[config.mk]
export PLATFORM = sky130hd
export DESIGN_NAME = rx_config_filter_dma
export DESIGN_NICKNAME = d
export VERILOG_FILES = /design/src/rtl/rx_cfg_pkg.sv /design/src/rtl/host_buf_if.sv /design/src/rtl/host_skid_buf.sv /design/src/rtl/rx_config_filter_dma.sv
export VERILOG_INCLUDE_DIRS = /design/src /design/src/rtl
export SDC_FILE = /design/constraint.sdc
export NUM_CORES = 1
export LEC_CHECK = 0
export ABC_AREA = 1
export BUFFER_PORTS_ARGS = -buffer_cell sky130_fd_sc_hd__buf_2
export CORE_UTILIZATION = 40
export DETAILED_ROUTE_END_ITERATION = 7
export PLACE_DENSITY_LB_ADDON = 0.05
export SLEW_MARGIN = 20
export SYNTH_ARGS = -nofsm -noshare
export SYNTH_HDL_FRONTEND = slang
export SYNTH_SLANG_ARGS = --single-unit
[constraint.sdc]
create_clock -name clk -period 6.9 [get_ports clk]
set_input_delay 0 -clock clk [delete_from_list [all_inputs] [get_ports clk]]
set_output_delay 0 -clock clk [all_outputs]
set_load 0.05 [all_outputs]
[src/rtl/rx_cfg_defines.svh]
`ifndef RX_CFG_DEFINES_SVH
`define RX_CFG_DEFINES_SVH
// Notes on behaviour
// early threshold in sixteenths, zero disables
// select set: every packet uses multi setting
// select clear: known protocols use threshold
// short error accept set: errors over 8
// short error accept clear: errors over 64
// error or runt accept: errors over 8
// start transfer at threshold or whole packet
// code 111 waits for the whole packet
// ring length 8K to 64K plus 16
// burst limit 16 to 1024, 111 unlimited
// wrap clear: remainder goes to ring start
// wrap set: remainder continues past ring end
// host reserves 1.5K beyond ring end
// next packet starts at overflow offset
// wrap ignored with the 64K ring
// error accept bit gates CRC/alignment/collision
// runt accept takes 8 to 63 bytes
// broadcast accept bit gates broadcasts
// multicast accept bit gates multicasts
// physical match bit gates own-address frames
// accept-all bit takes any physical address
// accept on address class and error policy
// reserved bits read zero, writes ignored

// ------------------------------------------------------------
// Register offsets
// ------------------------------------------------------------
`define RCFG_OFFSET      8'h44
`define MULTI_IRQ_OFFSET 8'h5c
`define RING_PTR_OFFSET  8'h60

// ------------------------------------------------------------
// Field positions and reset values
// ------------------------------------------------------------
`define F_EARLY_THR   27:24
`define B_MULTI_SEL   17
`define B_SHORT_ERR   16
`define F_FIFO_THR    15:13
`define F_RING_LEN    12:11
`define F_BURST       10:8
`define B_WRAP        7
`define B_ACC_ERR     5
`define B_ACC_RUNT    4
`define B_ACC_BCAST   3
`define B_ACC_MCAST   2
`define B_ACC_PHYS    1
`define B_ACC_ALL     0
`define RCFG_WMASK    32'h0f03_ffbf
`define RCFG_RESET    32'h0000_0000
`define MULTI_RESET   12'h000

// ------------------------------------------------------------
// Sizes and limits
// ------------------------------------------------------------
`define RUNT_MIN_LEN  11'h008
`define FULL_MIN_LEN  11'h040
`define THR_BASE      11'h010
`define RING_BASE     17'h02000
`define WHOLE_PKT     3'h7
`define NO_LIMIT      3'h7
`define LARGEST_RING  2'h3
`endif

[src/rtl/rx_cfg_pkg.sv]
package rx_cfg_pkg;

  // One word on its way to host memory
  typedef struct packed {
    logic [7:0]  data;
    logic [16:0] addr;
    logic        last;
    logic        burst_end;
  } host_word_t;

  // Two-entry buffer state
  typedef struct packed {
    host_word_t out_word;
    logic       out_valid;
    host_word_t skid_word;
    logic       skid_valid;
    logic       in_ready;
  } buf_state_t;

  // Receive configuration and transfer state
  typedef struct packed {
    logic [31:0] rcfg;
    logic [11:0] multi;
    logic [31:0] rd_data;
    logic        go;
    logic [10:0] pkt_cnt;
    logic [10:0] burst_cnt;
    logic [16:0] wr_ptr;
    logic [16:0] pkt_start;
    logic        done;
    logic        accepted;
    logic        err_flag;
    logic [10:0] frame_len;
    logic        early;
  } cfg_state_t;

endpackage

[src/rtl/host_buf_if.sv]
`timescale 1ns/10ps
`default_nettype none
interface host_buf_if;
  rx_cfg_pkg::host_word_t in_word;
  logic                   in_valid;
  logic                   in_ready;
  logic                   allow;
  rx_cfg_pkg::host_word_t out_word;
  logic                   out_valid;
  logic                   out_ready;

  modport owner (output in_word, in_valid, allow, out_ready,
                 input  in_ready, out_word, out_valid);
  modport store (input  in_word, in_valid, allow, out_ready,
                 output in_ready, out_word, out_valid);
endinterface
`default_nettype wire

[src/rtl/host_skid_buf.sv]
`timescale 1ns/10ps
`default_nettype none
module host_skid_buf (
  // Clock and reset
  input wire logic   clk,
  input wire logic   rst_n,
  // Both sides of the buffer
  host_buf_if.store  bi
);

  rx_cfg_pkg::buf_state_t s_reg;
  rx_cfg_pkg::buf_state_t s_next;
  logic                   take;
  logic                   pop;

  // Outputs come straight from the registered state
  assign bi.in_ready  = s_reg.in_ready;
  assign bi.out_word  = s_reg.out_word;
  assign bi.out_valid = s_reg.out_valid;
  assign take = bi.in_valid & s_reg.in_ready;
  assign pop  = s_reg.out_valid & bi.out_ready;

  // Skid slot catches the word taken while the drain stalls
  always_comb begin
    s_next = s_reg;
    if (pop || !s_reg.out_valid) begin
      if (s_reg.skid_valid) begin
        s_next.out_word   = s_reg.skid_word;
        s_next.out_valid  = 1'b1;
        s_next.skid_word  = bi.in_word;
        s_next.skid_valid = take;
      end else begin
        s_next.out_word   = bi.in_word;
        s_next.out_valid  = take;
      end
    end else if (take) begin
      s_next.skid_word  = bi.in_word;
      s_next.skid_valid = 1'b1;
    end
    // Ready only while the skid slot will be free: no word lost
    s_next.in_ready = !s_next.skid_valid && bi.allow;
  end

  // State register
  always_ff @(posedge clk or negedge rst_n) begin
    if (!rst_n) begin
      s_reg <= '0;
    end else begin
      s_reg <= s_next;
    end
  end

endmodule
`default_nettype wire

[src/rtl/rx_config_filter_dma.sv]
`timescale 1ns/10ps
`default_nettype none
`include "rx_cfg_defines.svh"
module rx_config_filter_dma (
  // Clock and reset
  input  wire logic        clk,
  input  wire logic        rst_n,
  // Register port
  input  wire logic        reg_wr_en,
  input  wire logic        reg_rd_en,
  input  wire logic [7:0]  reg_addr,
  input  wire logic [3:0]  reg_be,
  input  wire logic [31:0] reg_wdata,
  output logic      [31:0] reg_rdata,
  // Byte stream from the receive FIFO
  input  wire logic        rx_valid,
  output logic             rx_ready,
  input  wire logic [7:0]  rx_data,
  input  wire logic        rx_last,
  input  wire logic [10:0] rx_fifo_bytes,
  input  wire logic        rx_fifo_pkt_complete,
  // Frame attributes, valid with the first byte onward
  input  wire logic        rx_known_protocol,
  input  wire logic [10:0] rx_early_len,
  // Frame status, sampled with the last byte
  input  wire logic        st_broadcast,
  input  wire logic        st_multicast,
  input  wire logic        st_phys_match,
  input  wire logic        st_crc_err,
  input  wire logic        st_align_err,
  input  wire logic        st_collision,
  input  wire logic        st_other_err,
  // Writes toward host memory
  output logic             host_valid,
  input  wire logic        host_ready,
  output logic      [7:0]  host_data,
  output logic      [16:0] host_addr,
  output logic             host_last,
  output logic             host_burst_end,
  // Frame verdict and events
  output logic             rx_dma_active,
  output logic             rx_done,
  output logic             rx_accepted,
  output logic             received_error_flag,
  output logic      [10:0] rx_frame_len,
  output logic             early_irq,
  // Configuration for the bus-master engine
  output logic      [16:0] ring_size,
  output logic      [10:0] rx_burst_limit
);

  rx_cfg_pkg::cfg_state_t s_reg;
  rx_cfg_pkg::cfg_state_t s_next;
  host_buf_if             bi ();

  logic        take;
  logic [2:0]  thr_code;
  logic [10:0] thr_bytes;
  logic [16:0] ring_bytes;
  logic        wrap_at_end;
  logic [16:0] ptr_inc;
  logic [16:0] ptr_adv;
  logic [10:0] cnt_after;
  logic [10:0] burst_bytes;
  logic        burst_hit;
  logic [14:0] early_prod;
  logic [10:0] early_target;
  logic        addr_ok;
  logic        hard_err;
  logic        any_err;
  logic        err_ok;
  logic        len_ok;
  logic        frame_ok;
  logic [16:0] next_start;

  // ------------------------------------------------------------
  // Buffer toward host memory
  // ------------------------------------------------------------
  host_skid_buf u_buf (
    .clk   (clk),
    .rst_n (rst_n),
    .bi    (bi)
  );

  assign bi.in_valid          = rx_valid & s_reg.go;
  assign bi.in_word.data      = rx_data;
  assign bi.in_word.addr      = s_reg.wr_ptr;
  assign bi.in_word.last      = rx_last;
  assign bi.in_word.burst_end = rx_last | burst_hit;
  assign bi.allow             = s_next.go;
  assign bi.out_ready         = host_ready;

  // Outputs, each from a flop of the state or of the buffer
  assign rx_ready            = bi.in_ready;
  assign host_valid          = bi.out_valid;
  assign host_data           = bi.out_word.data;
  assign host_addr           = bi.out_word.addr;
  assign host_last           = bi.out_word.last;
  assign host_burst_end      = bi.out_word.burst_end;
  assign reg_rdata           = s_reg.rd_data;
  assign rx_dma_active       = s_reg.go;
  assign rx_done             = s_reg.done;
  assign rx_accepted         = s_reg.accepted;
  assign received_error_flag = s_reg.err_flag;
  assign rx_frame_len        = s_reg.frame_len;
  assign early_irq           = s_reg.early;

  // ------------------------------------------------------------
  // Decoded configuration
  // ------------------------------------------------------------
  assign take     = rx_valid & bi.in_ready;
  assign thr_code = s_reg.rcfg[`F_FIFO_THR];
  // Start level as a power of two from 16 bytes
  assign thr_bytes = `THR_BASE << thr_code;
  // Ring span from 8K; the extra 16 bytes are host slack only
  assign ring_bytes = `RING_BASE << s_reg.rcfg[`F_RING_LEN];
  // Largest ring always wraps, whatever the wrap bit says
  assign wrap_at_end = !s_reg.rcfg[`B_WRAP] ||
                       (s_reg.rcfg[`F_RING_LEN] == `LARGEST_RING);
  assign ptr_inc = s_reg.wr_ptr + 17'h00001;
  // Wrap to the ring start or run on past its end
  assign ptr_adv = (ptr_inc == ring_bytes && wrap_at_end) ?
                   17'h00000 : ptr_inc;
  assign cnt_after = s_reg.pkt_cnt + 11'h001;

  // Burst cap; unlimited bursts end only with the packet
  assign burst_bytes = `THR_BASE << s_reg.rcfg[`F_BURST];
  assign burst_hit   = (s_reg.rcfg[`F_BURST] != `NO_LIMIT) &&
                       (s_reg.burst_cnt + 11'h001 == burst_bytes);

  // ------------------------------------------------------------
  // Early receive target
  // ------------------------------------------------------------
  assign early_prod = rx_early_len * s_reg.rcfg[`F_EARLY_THR];
  always_comb begin
    if (s_reg.rcfg[`B_MULTI_SEL] || !rx_known_protocol) begin
      early_target = s_reg.multi[10:0];
      if (s_reg.multi[11]) begin
        early_target = 11'h7ff;
      end
    end else begin
      early_target = early_prod[14:4];
    end
  end

  // ------------------------------------------------------------
  // Frame acceptance
  // ------------------------------------------------------------
  // Physical address means neither broadcast nor multicast
  assign addr_ok = (st_broadcast  & s_reg.rcfg[`B_ACC_BCAST]) |
                   (st_multicast  & s_reg.rcfg[`B_ACC_MCAST]) |
                   (st_phys_match & s_reg.rcfg[`B_ACC_PHYS])  |
                   (!st_broadcast & !st_multicast &
                    s_reg.rcfg[`B_ACC_ALL]);
  assign hard_err = st_crc_err | st_align_err | st_collision;
  assign any_err  = hard_err | st_other_err;

  always_comb begin
    err_ok = 1'b1;
    if (s_reg.rcfg[`B_ACC_ERR] || s_reg.rcfg[`B_ACC_RUNT]) begin
      // Short error accept is a don't-care here
      err_ok = cnt_after > `RUNT_MIN_LEN;
    end else if (s_reg.rcfg[`B_SHORT_ERR]) begin
      err_ok = cnt_after > `RUNT_MIN_LEN;
    end else begin
      err_ok = cnt_after > `FULL_MIN_LEN;
    end
    // CRC, alignment and collision damage need the error bit
    if (hard_err && !s_reg.rcfg[`B_ACC_ERR]) begin
      err_ok = 1'b0;
    end
    if (!any_err) begin
      err_ok = 1'b1;
    end
  end

  // Error-free runts of 8 to 63 bytes only with the runt bit
  assign len_ok = (cnt_after >= `FULL_MIN_LEN) ||
                  (s_reg.rcfg[`B_ACC_RUNT] &&
                   cnt_after >= `RUNT_MIN_LEN) ||
                  (any_err && err_ok);
  assign frame_ok = addr_ok && err_ok && len_ok;

  // Overflow of X bytes past the end starts the next packet at X
  assign next_start = (ptr_adv >= ring_bytes) ?
                      ptr_adv - ring_bytes : ptr_adv;

  // ------------------------------------------------------------
  // Next state
  // ------------------------------------------------------------
  always_comb begin
    s_next       = s_reg;
    s_next.done  = 1'b0;
    s_next.early = 1'b0;

    // Register writes by byte lane; reserved bits stay zero
    if (reg_wr_en && reg_addr == `RCFG_OFFSET) begin
      for (int i = 0; i < 4; i++) begin
        if (reg_be[i]) begin
          s_next.rcfg[8*i +: 8] = reg_wdata[8*i +: 8];
        end
      end
      s_next.rcfg = s_next.rcfg & `RCFG_WMASK;
    end
    if (reg_wr_en && reg_addr == `MULTI_IRQ_OFFSET) begin
      if (reg_be[0]) begin
        s_next.multi[7:0] = reg_wdata[7:0];
      end
      if (reg_be[1]) begin
        s_next.multi[11:8] = reg_wdata[11:8];
      end
    end

    // Read data, unmapped offsets read zero
    if (reg_rd_en) begin
      case (reg_addr)
        `RCFG_OFFSET:      s_next.rd_data = s_reg.rcfg;
        `MULTI_IRQ_OFFSET: s_next.rd_data = {20'h00000, s_reg.multi};
        `RING_PTR_OFFSET:  s_next.rd_data = {15'h0000, s_reg.wr_ptr};
        default:           s_next.rd_data = 32'h0000_0000;
      endcase
    end

    // Start the transfer at the level or with a whole packet
    if (!s_reg.go) begin
      if (rx_fifo_pkt_complete) begin
        s_next.go = 1'b1;
      end else if (thr_code != `WHOLE_PKT &&
                   rx_fifo_bytes >= thr_bytes) begin
        s_next.go = 1'b1;
      end
    end

    if (take) begin
      s_next.wr_ptr    = ptr_adv;
      s_next.pkt_cnt   = cnt_after;
      s_next.burst_cnt = burst_hit ? 11'h000 : s_reg.burst_cnt + 11'h001;
      // Early event fires once as the count passes its target
      if (early_target != 11'h000 && cnt_after == early_target) begin
        s_next.early = 1'b1;
      end
      if (rx_last) begin
        s_next.go        = 1'b0;
        s_next.pkt_cnt   = 11'h000;
        s_next.burst_cnt = 11'h000;
        s_next.done      = 1'b1;
        s_next.accepted  = frame_ok;
        s_next.err_flag  = frame_ok && any_err;
        s_next.frame_len = cnt_after;
        // Rejected frames give their ring space back
        if (frame_ok) begin
          s_next.wr_ptr    = next_start;
          s_next.pkt_start = next_start;
        end else begin
          s_next.wr_ptr    = s_reg.pkt_start;
        end
      end
    end
  end

  // ------------------------------------------------------------
  // State register
  // ------------------------------------------------------------
  always_ff @(posedge clk or negedge rst_n) begin
    if (!rst_n) begin
      s_reg       <= '0;
      s_reg.rcfg  <= `RCFG_RESET;
      s_reg.multi <= `MULTI_RESET;
    end else begin
      s_reg <= s_next;
    end
  end

  // Engine configuration, registered for a clean fan-out
  always_ff @(posedge clk or negedge rst_n) begin
    if (!rst_n) begin
      ring_size      <= `RING_BASE;
      rx_burst_limit <= `THR_BASE;
    end else begin
      ring_size      <= ring_bytes;
      // Zero stands for no limit
      rx_burst_limit <= (s_reg.rcfg[`F_BURST] == `NO_LIMIT) ?
                        11'h000 : burst_bytes;
    end
  end

endmodule
`default_nettype wire
* Word level (Yosys, flattened, before mapping)
Index checks and enable logic that the tools add are counted.
** Operators by class
- Bitwise gates (word level) :: 16
- Reductions and logical operators :: 36
- Equal/unequal tests :: 11
- $lt $le $gt $ge :: 6
- Shifts and indexed selects :: 3
- Multiplexer cells :: 22
- $mul :: 1
- $add $sub $neg :: 4
** Operator list (count)
- 28-bit two-way mux :: 4
- 28-bit case mux with 3 select lines :: 1
- 72-bit two-way mux :: 1
- 71-bit two-way mux :: 1
- 17-bit two-way mux :: 3
- 11-bit two-way mux :: 4
- 8-bit by 7-bit equality test with 1-bit output, second input constant :: 3
- 11-bit by 1-bit adder with 11-bit output, second input constant :: 2
- 11-bit equality test :: 2
- 5-bit by 3-bit left shift with 11-bit output, first input constant :: 2
- 17-bit by 1-bit adder with 17-bit output, second input constant :: 1
- 17-bit equality test :: 1
- 17-bit >= comparator :: 1
- 14-bit by 2-bit left shift with 17-bit output, first input constant :: 1
- 17-bit subtractor :: 1
- 2-bit AND reduction :: 8
- 11-bit by 4-bit multiplier with 15-bit output :: 1
- 1-bit logical AND :: 13
- 11-bit >= comparator :: 1
- 11-bit by 4-bit >= comparator with 1-bit output, second input constant :: 1
- 11-bit by 7-bit >= comparator with 1-bit output, second input constant :: 1
- 11-bit by 4-bit > comparator with 1-bit output, second input constant :: 1
- 11-bit by 7-bit > comparator with 1-bit output, second input constant :: 1
- 11-bit nonzero test :: 1
- 10 further kinds :: 43
** Word-level totals
- Register bits after elaboration :: 222
- Input bits :: 90

* Depth between registers and ports, before layout
- Word-level depth :: 13
- Depth in mapped cells :: 26

* Modules after synthesis
A second synthesis with hierarchy kept.
** Unflattened totals
- Cell total of the unflattened synthesis :: 1741
- Area, all modules :: 12727.2 µm²
** Modules (own cells, without submodules)
- rx_config_filter_dma :: cells each 1285, times used 1, area an instance 9406.5 µm²
- host_skid_buf :: cells each 456, times used 1, area an instance 3320.7 µm²

* Least setup slack after synthesis
OpenSTA, ideal clock, no wires.
- Path kind :: register to register
- Start point :: register s_reg[143] (netlist bit)
- End point :: register s_reg (netlist bit early_irq)
- Slack :: 3.379 ns
- Setup time :: 0.122 ns
- Stages on the path, launching flop included :: 17
- Data required time :: 6.778 ns
- Period minus slack after synthesis :: 3.521 ns
- Arrival :: 3.400 ns
- Cell sequence :: dfrtp_1 clkbuf_1 nand2_1 fa_1 inv_1 fa_1 ha_1 a21oi_1 a21boi_0 nand2_1 nand2_1 a21oi_1 o21ai_0 and3_1 nand3_1 a21boi_0 nor2_1
** RTL lines
- from (decl) :: line rx_config_filter_dma.sv:52 : rx_cfg_pkg::cfg_state_t s_reg;
- from (signal assigned) :: line rx_config_filter_dma.sv:270 : s_reg <= s_next;

* Worst setup path after layout
- Start point :: register s_reg (netlist bit bi.in_word[2])
- End point :: register s_reg[28] (netlist bit)
** On the way
- Cells in the longest elaborated chain, start to end :: 7
** RTL lines
- 17-bit by 1-bit adder with 17-bit output * :: line rx_config_filter_dma.sv:120 : assign ptr_inc = s_reg.wr_ptr + 17'h00001;
- 17-bit equality test :: line rx_config_filter_dma.sv:122 : assign ptr_adv = (ptr_inc == ring_bytes && wrap_at_end) ?
- 1-bit logical AND :: line rx_config_filter_dma.sv:122
- 17-bit two-way mux * :: line rx_config_filter_dma.sv:122
- 17-bit subtractor / 17-bit >= comparator (equally long branches) :: line rx_config_filter_dma.sv:186, rx_config_filter_dma.sv:185
- 17-bit two-way mux * :: line rx_config_filter_dma.sv:185 : assign next_start = (ptr_adv >= ring_bytes) ?
- 17-bit two-way mux *
Every way passes the cells marked *; elsewhere a longest branch is shown, timed or not.
A chain may end at the register's enable or synchronous reset.

==> summary.md <==
| Metric | Value |
|---|---|
| Status | `finished, final reports clean` |
| Post-Syn Area | `0.0118 mm^2` |
| Chip width | `174 um` |
| Crit-path slowest cell | `dfrtp_1` |
| Finished Core Util | `0.463` |
| Ports | `195` |
| Worst-path cell chain | `ha_1, nand2_2, nor2_1, nand2_1, nor2_2, nand2_1, xor2_1, nor2_1, nand3_1, nor2_1, nand2_2, nand2_1, inv_2, ha_1, nor2_1, o21bai_1, a21o_1, a21oi_1, or2_2, nand3_2, nand2_1, nand2_1` |
| Max VDD drop | `0.148 mV` |
| Synth unique cells | `50` |
| Detailed Route WL | `31600 um` |
| H-tree lvl count | `4` |
| Worst EP required | `approximately 7.2 ns` |
| Total track usage | `0.214` |
| CTS resizes | `0` |
| Post-Layout Cell Count | `~2000` |
| Setup slack after layout | `between 2 and 3 ns` |
| Hold WS | `0.0407 ns` |
| RSZ-0062 raised after global routing | `false` |
| Total chip power | `3.39 mW` |
| Highest clock rate | `0.241 GHz` |
| Max reg flops | `a little over 70` |
| Layout cells sized above 1 | `0.155` |
| Num CTS Buffers | `17` |
| Total setup buffers inserted after CTS | `0` |
| Pins Over Slew Limit | `0` |
| Critical path class | `reg -> reg` |
| Area Growth Syn to Fin | `13.6%` |
| Pre-CTS setup slack | `2.79 ns` |
| Cells after Synth | `1526` |
| CTS clk-pin slew, worst paths | `roughly 0.08 ns` |
| Worst min-delay path startpoint | `st_align_err` |
| Final min period | `4.15 ns` |
| Simple-gate area share of the yosys netlist | `0.244` |
| Wire per inst | `15.5 um` |
| Grt peak-use layer | `met2` |
| Starting DRC count in detailed routing | `607` |
| TritonCTS clock tree | `built` |
| CTS sink cnt | `195` |
| Antenna violations before repair | `1` |
| TNS Setup | `0 ns` |
| Setup violators final | `0` |
| Mux cell area share after synthesis | `0.00659` |
| Main synth FF type | `dfrtp_1` |
| Via Count | `around 10000` |
| Avg Cell Area, Syn | `7.71 um^2` |
| Crit path DAT | `approximately 4.5 ns` |
| # diodes | `0` |
| P_leak | `7.09 nW` |
| Met1 usage | `0.305` |
| 1st-pass router iterations | `6` |
| Slowest stage delay, CP | `~0.53 ns` |
| Critical path capture point type | `flip-flop` |
| Max_slew headroom | `0.324` |
| CORE AREA | `0.0289 mm^2` |
| Root buffer cell | `clkbuf_16` |
| Die height | `174 um` |
| Period Utilization, post-route | `0.601` |
| Slew @ Worst Pin | `1.01 ns` |
| FFs w/ async S/R, synth | `1.00` |
| CP Launch Type | `flip-flop` |
| Via/cell ratio | `4.93` |
| CP startpoint | `bi.in_word[2]` |
| Fin nets | `1779` |
| Post-synth EDFFs | `0` |
| XOR/XNOR Fraction of Synth Area | `0.0200` |
| Synth warn | `0` |
| First-pass GRT wire length | `50800 um` |
| Worst-Skew Late Latency | `between 0.4 and 0.5 ns` |
| Clock skew | `0.0213 ns` |
| Post-synthesis adder-cell area fraction | `0.0640` |
| Seq/Total Area, Yosys | `0.415` |
| Hold-fix buffers, CTS | `41` |
| PD cells | `254 mW/mm^2` |
| Number of antenna-violating nets in the routed design | `0` |
| Count of final hold-check violations | `0` |
| Largest family of logic cells by synthesized area | `simple AND/OR/NAND/NOR gates` |
| Pin count of the biggest net entering global routing | `101` |
| Initial Utilization | `0.408` |
| Post-DP HPWL | `roughly 23000 um` |
| PortBufs | `153` |
| Met2 usage | `0.332` |
| FP Rows | `between 60 and 70` |
| Final Cell Area | `roughly 0.013 mm^2` |
| Die footprint | `~0.030 mm^2` |
| DP Area | `0.0123 mm^2` |
| DRC | `0` |
| Placed Cells | `1963` |
| Most frequent CP cell | `nand2_1` |
| Synth Area in Compound Gates | `0.118` |
| Min-delay worst type | `in -> reg` |
| Gpl congestion | `~0.86` |
| Worst r2r src | `bi.in_word[2]` |
| CP max FO | `8` |
| Met3 layer usage reported by global route | `0.0452` |
| Vias in the first global route | `9387` |
| Max cap viols | `0` |
| GRT Residual Overflow | `0` |
| CTS Buffer Depth | `2` |
| Yosys reg bits | `195` |
[worst max-delay path, delay by kind of cell, from the launching register on]
family / cells / cell delay [ns]
adder cells (fa/ha/maj): 2 / 0.56
AO/OA/AOI/OAI: 3 / 0.76
buffers and inverters: 1 / 0.05
XOR/XNOR: 1 / 0.18
flip-flops: 1 / 0.53
AND/OR/NAND/NOR: 15 / 1.97
[power breakdown]
| group | internal (mW) | switching (mW) | total (mW) |
|---|---|---|---|
| clock network | 0.500 | 0.535 | 1.04 |
| registers | 1.32 | 0.135 | 1.46 |
| logic | 0.251 | 0.649 | 0.899 |
| total | 2.07 | 1.32 | 3.39 |
[synthesized netlist by cell type (12+ instances only)]
master / n / area [um^2]
xor2_1: 19 / 166
buf_4: 88 / 661
nand2_1: 422 / 1580
clkbuf_1: 40 / 150
dfrtp_1: 193 / 4830
inv_1: 181 / 679
o21ai_0: 99 / 495
o22ai_1: 27 / 169
nand4_1: 12 / 75.1
nand3_2: 12 / 120
nand3_1: 78 / 390
nand2_2: 13 / 81.3
nor2_1: 96 / 360
nor3_1: 20 / 100
ha_1: 33 / 413
a21oi_1: 84 / 420
fa_1: 17 / 340
[cells by family (layout without fill, tap and decap cells)]
| family | Yosys count | in the layout |
|---|---|---|
| xor+xnor | 26 | 26 |
| other cells | 1 | 27 |
| compound gates | 251 | 251 |
| buf+inv | 321 | 421 |
| simple gates | 675 | 675 |
| mux | 7 | 7 |
| flops | 195 | 195 |
| fa+ha+maj | 50 | 50 |
[final cells by class]
| type | count | area (um^2) |
|---|---|---|
| fill | 3002 | 15500 |
| multi-input combinational | 1036 | 5440 |
| sequential | 195 | 4880 |
| timing repair buffer | 203 | 1250 |
| inverter | 186 | 701 |
| tap | 384 | 480 |
| clock buffer | 17 | 425 |
| clock inverter | 15 | 194 |
[cell usage in the layout, fill, tap and decap left out, types with 9 or more instances in the layout]
| cell | count |
|---|---|
| a21oi_1 | 83 |
| nand2_1 | 422 |
| nand2_2 | 13 |
| inv_1 | 179 |
| xor2_1 | 19 |
| buf_2 | 152 |
| conb_1 | 27 |
| dlygate4sd3_1 | 41 |
| buf_4 | 9 |
| nor3_1 | 20 |
| nor2_1 | 94 |
| o21ai_0 | 99 |
| o22ai_1 | 27 |
| nand4_1 | 12 |
| dfrtp_1 | 193 |
| nand3_1 | 78 |
| ha_1 | 33 |
| nand3_2 | 12 |
| fa_1 | 17 |
| clkbuf_16 | 17 |
[final timing paths]
path / endpoint / slack, ns / cells after the start
hold / removal: received_error_flag / 0.04 / 5
setup / recovery: s_reg[28] / 2.75 / 22
max in group asynchronous: s_reg[54] / 5.44 / 3
min in group asynchronous: rx_frame_len[7] / 0.21 / 2
hold reg to reg: rx_frame_len[2] / 0.48 / 2
setup reg to reg: s_reg[28] / 2.75 / 22
[routing by layer]
layer	wire length (um)	up-vias
li1	-	5010
met1	15400	4760
met2	14000	237
met3	1740	26
met4	361	2
met5	10	-
(Power assumes the default switching activity.)
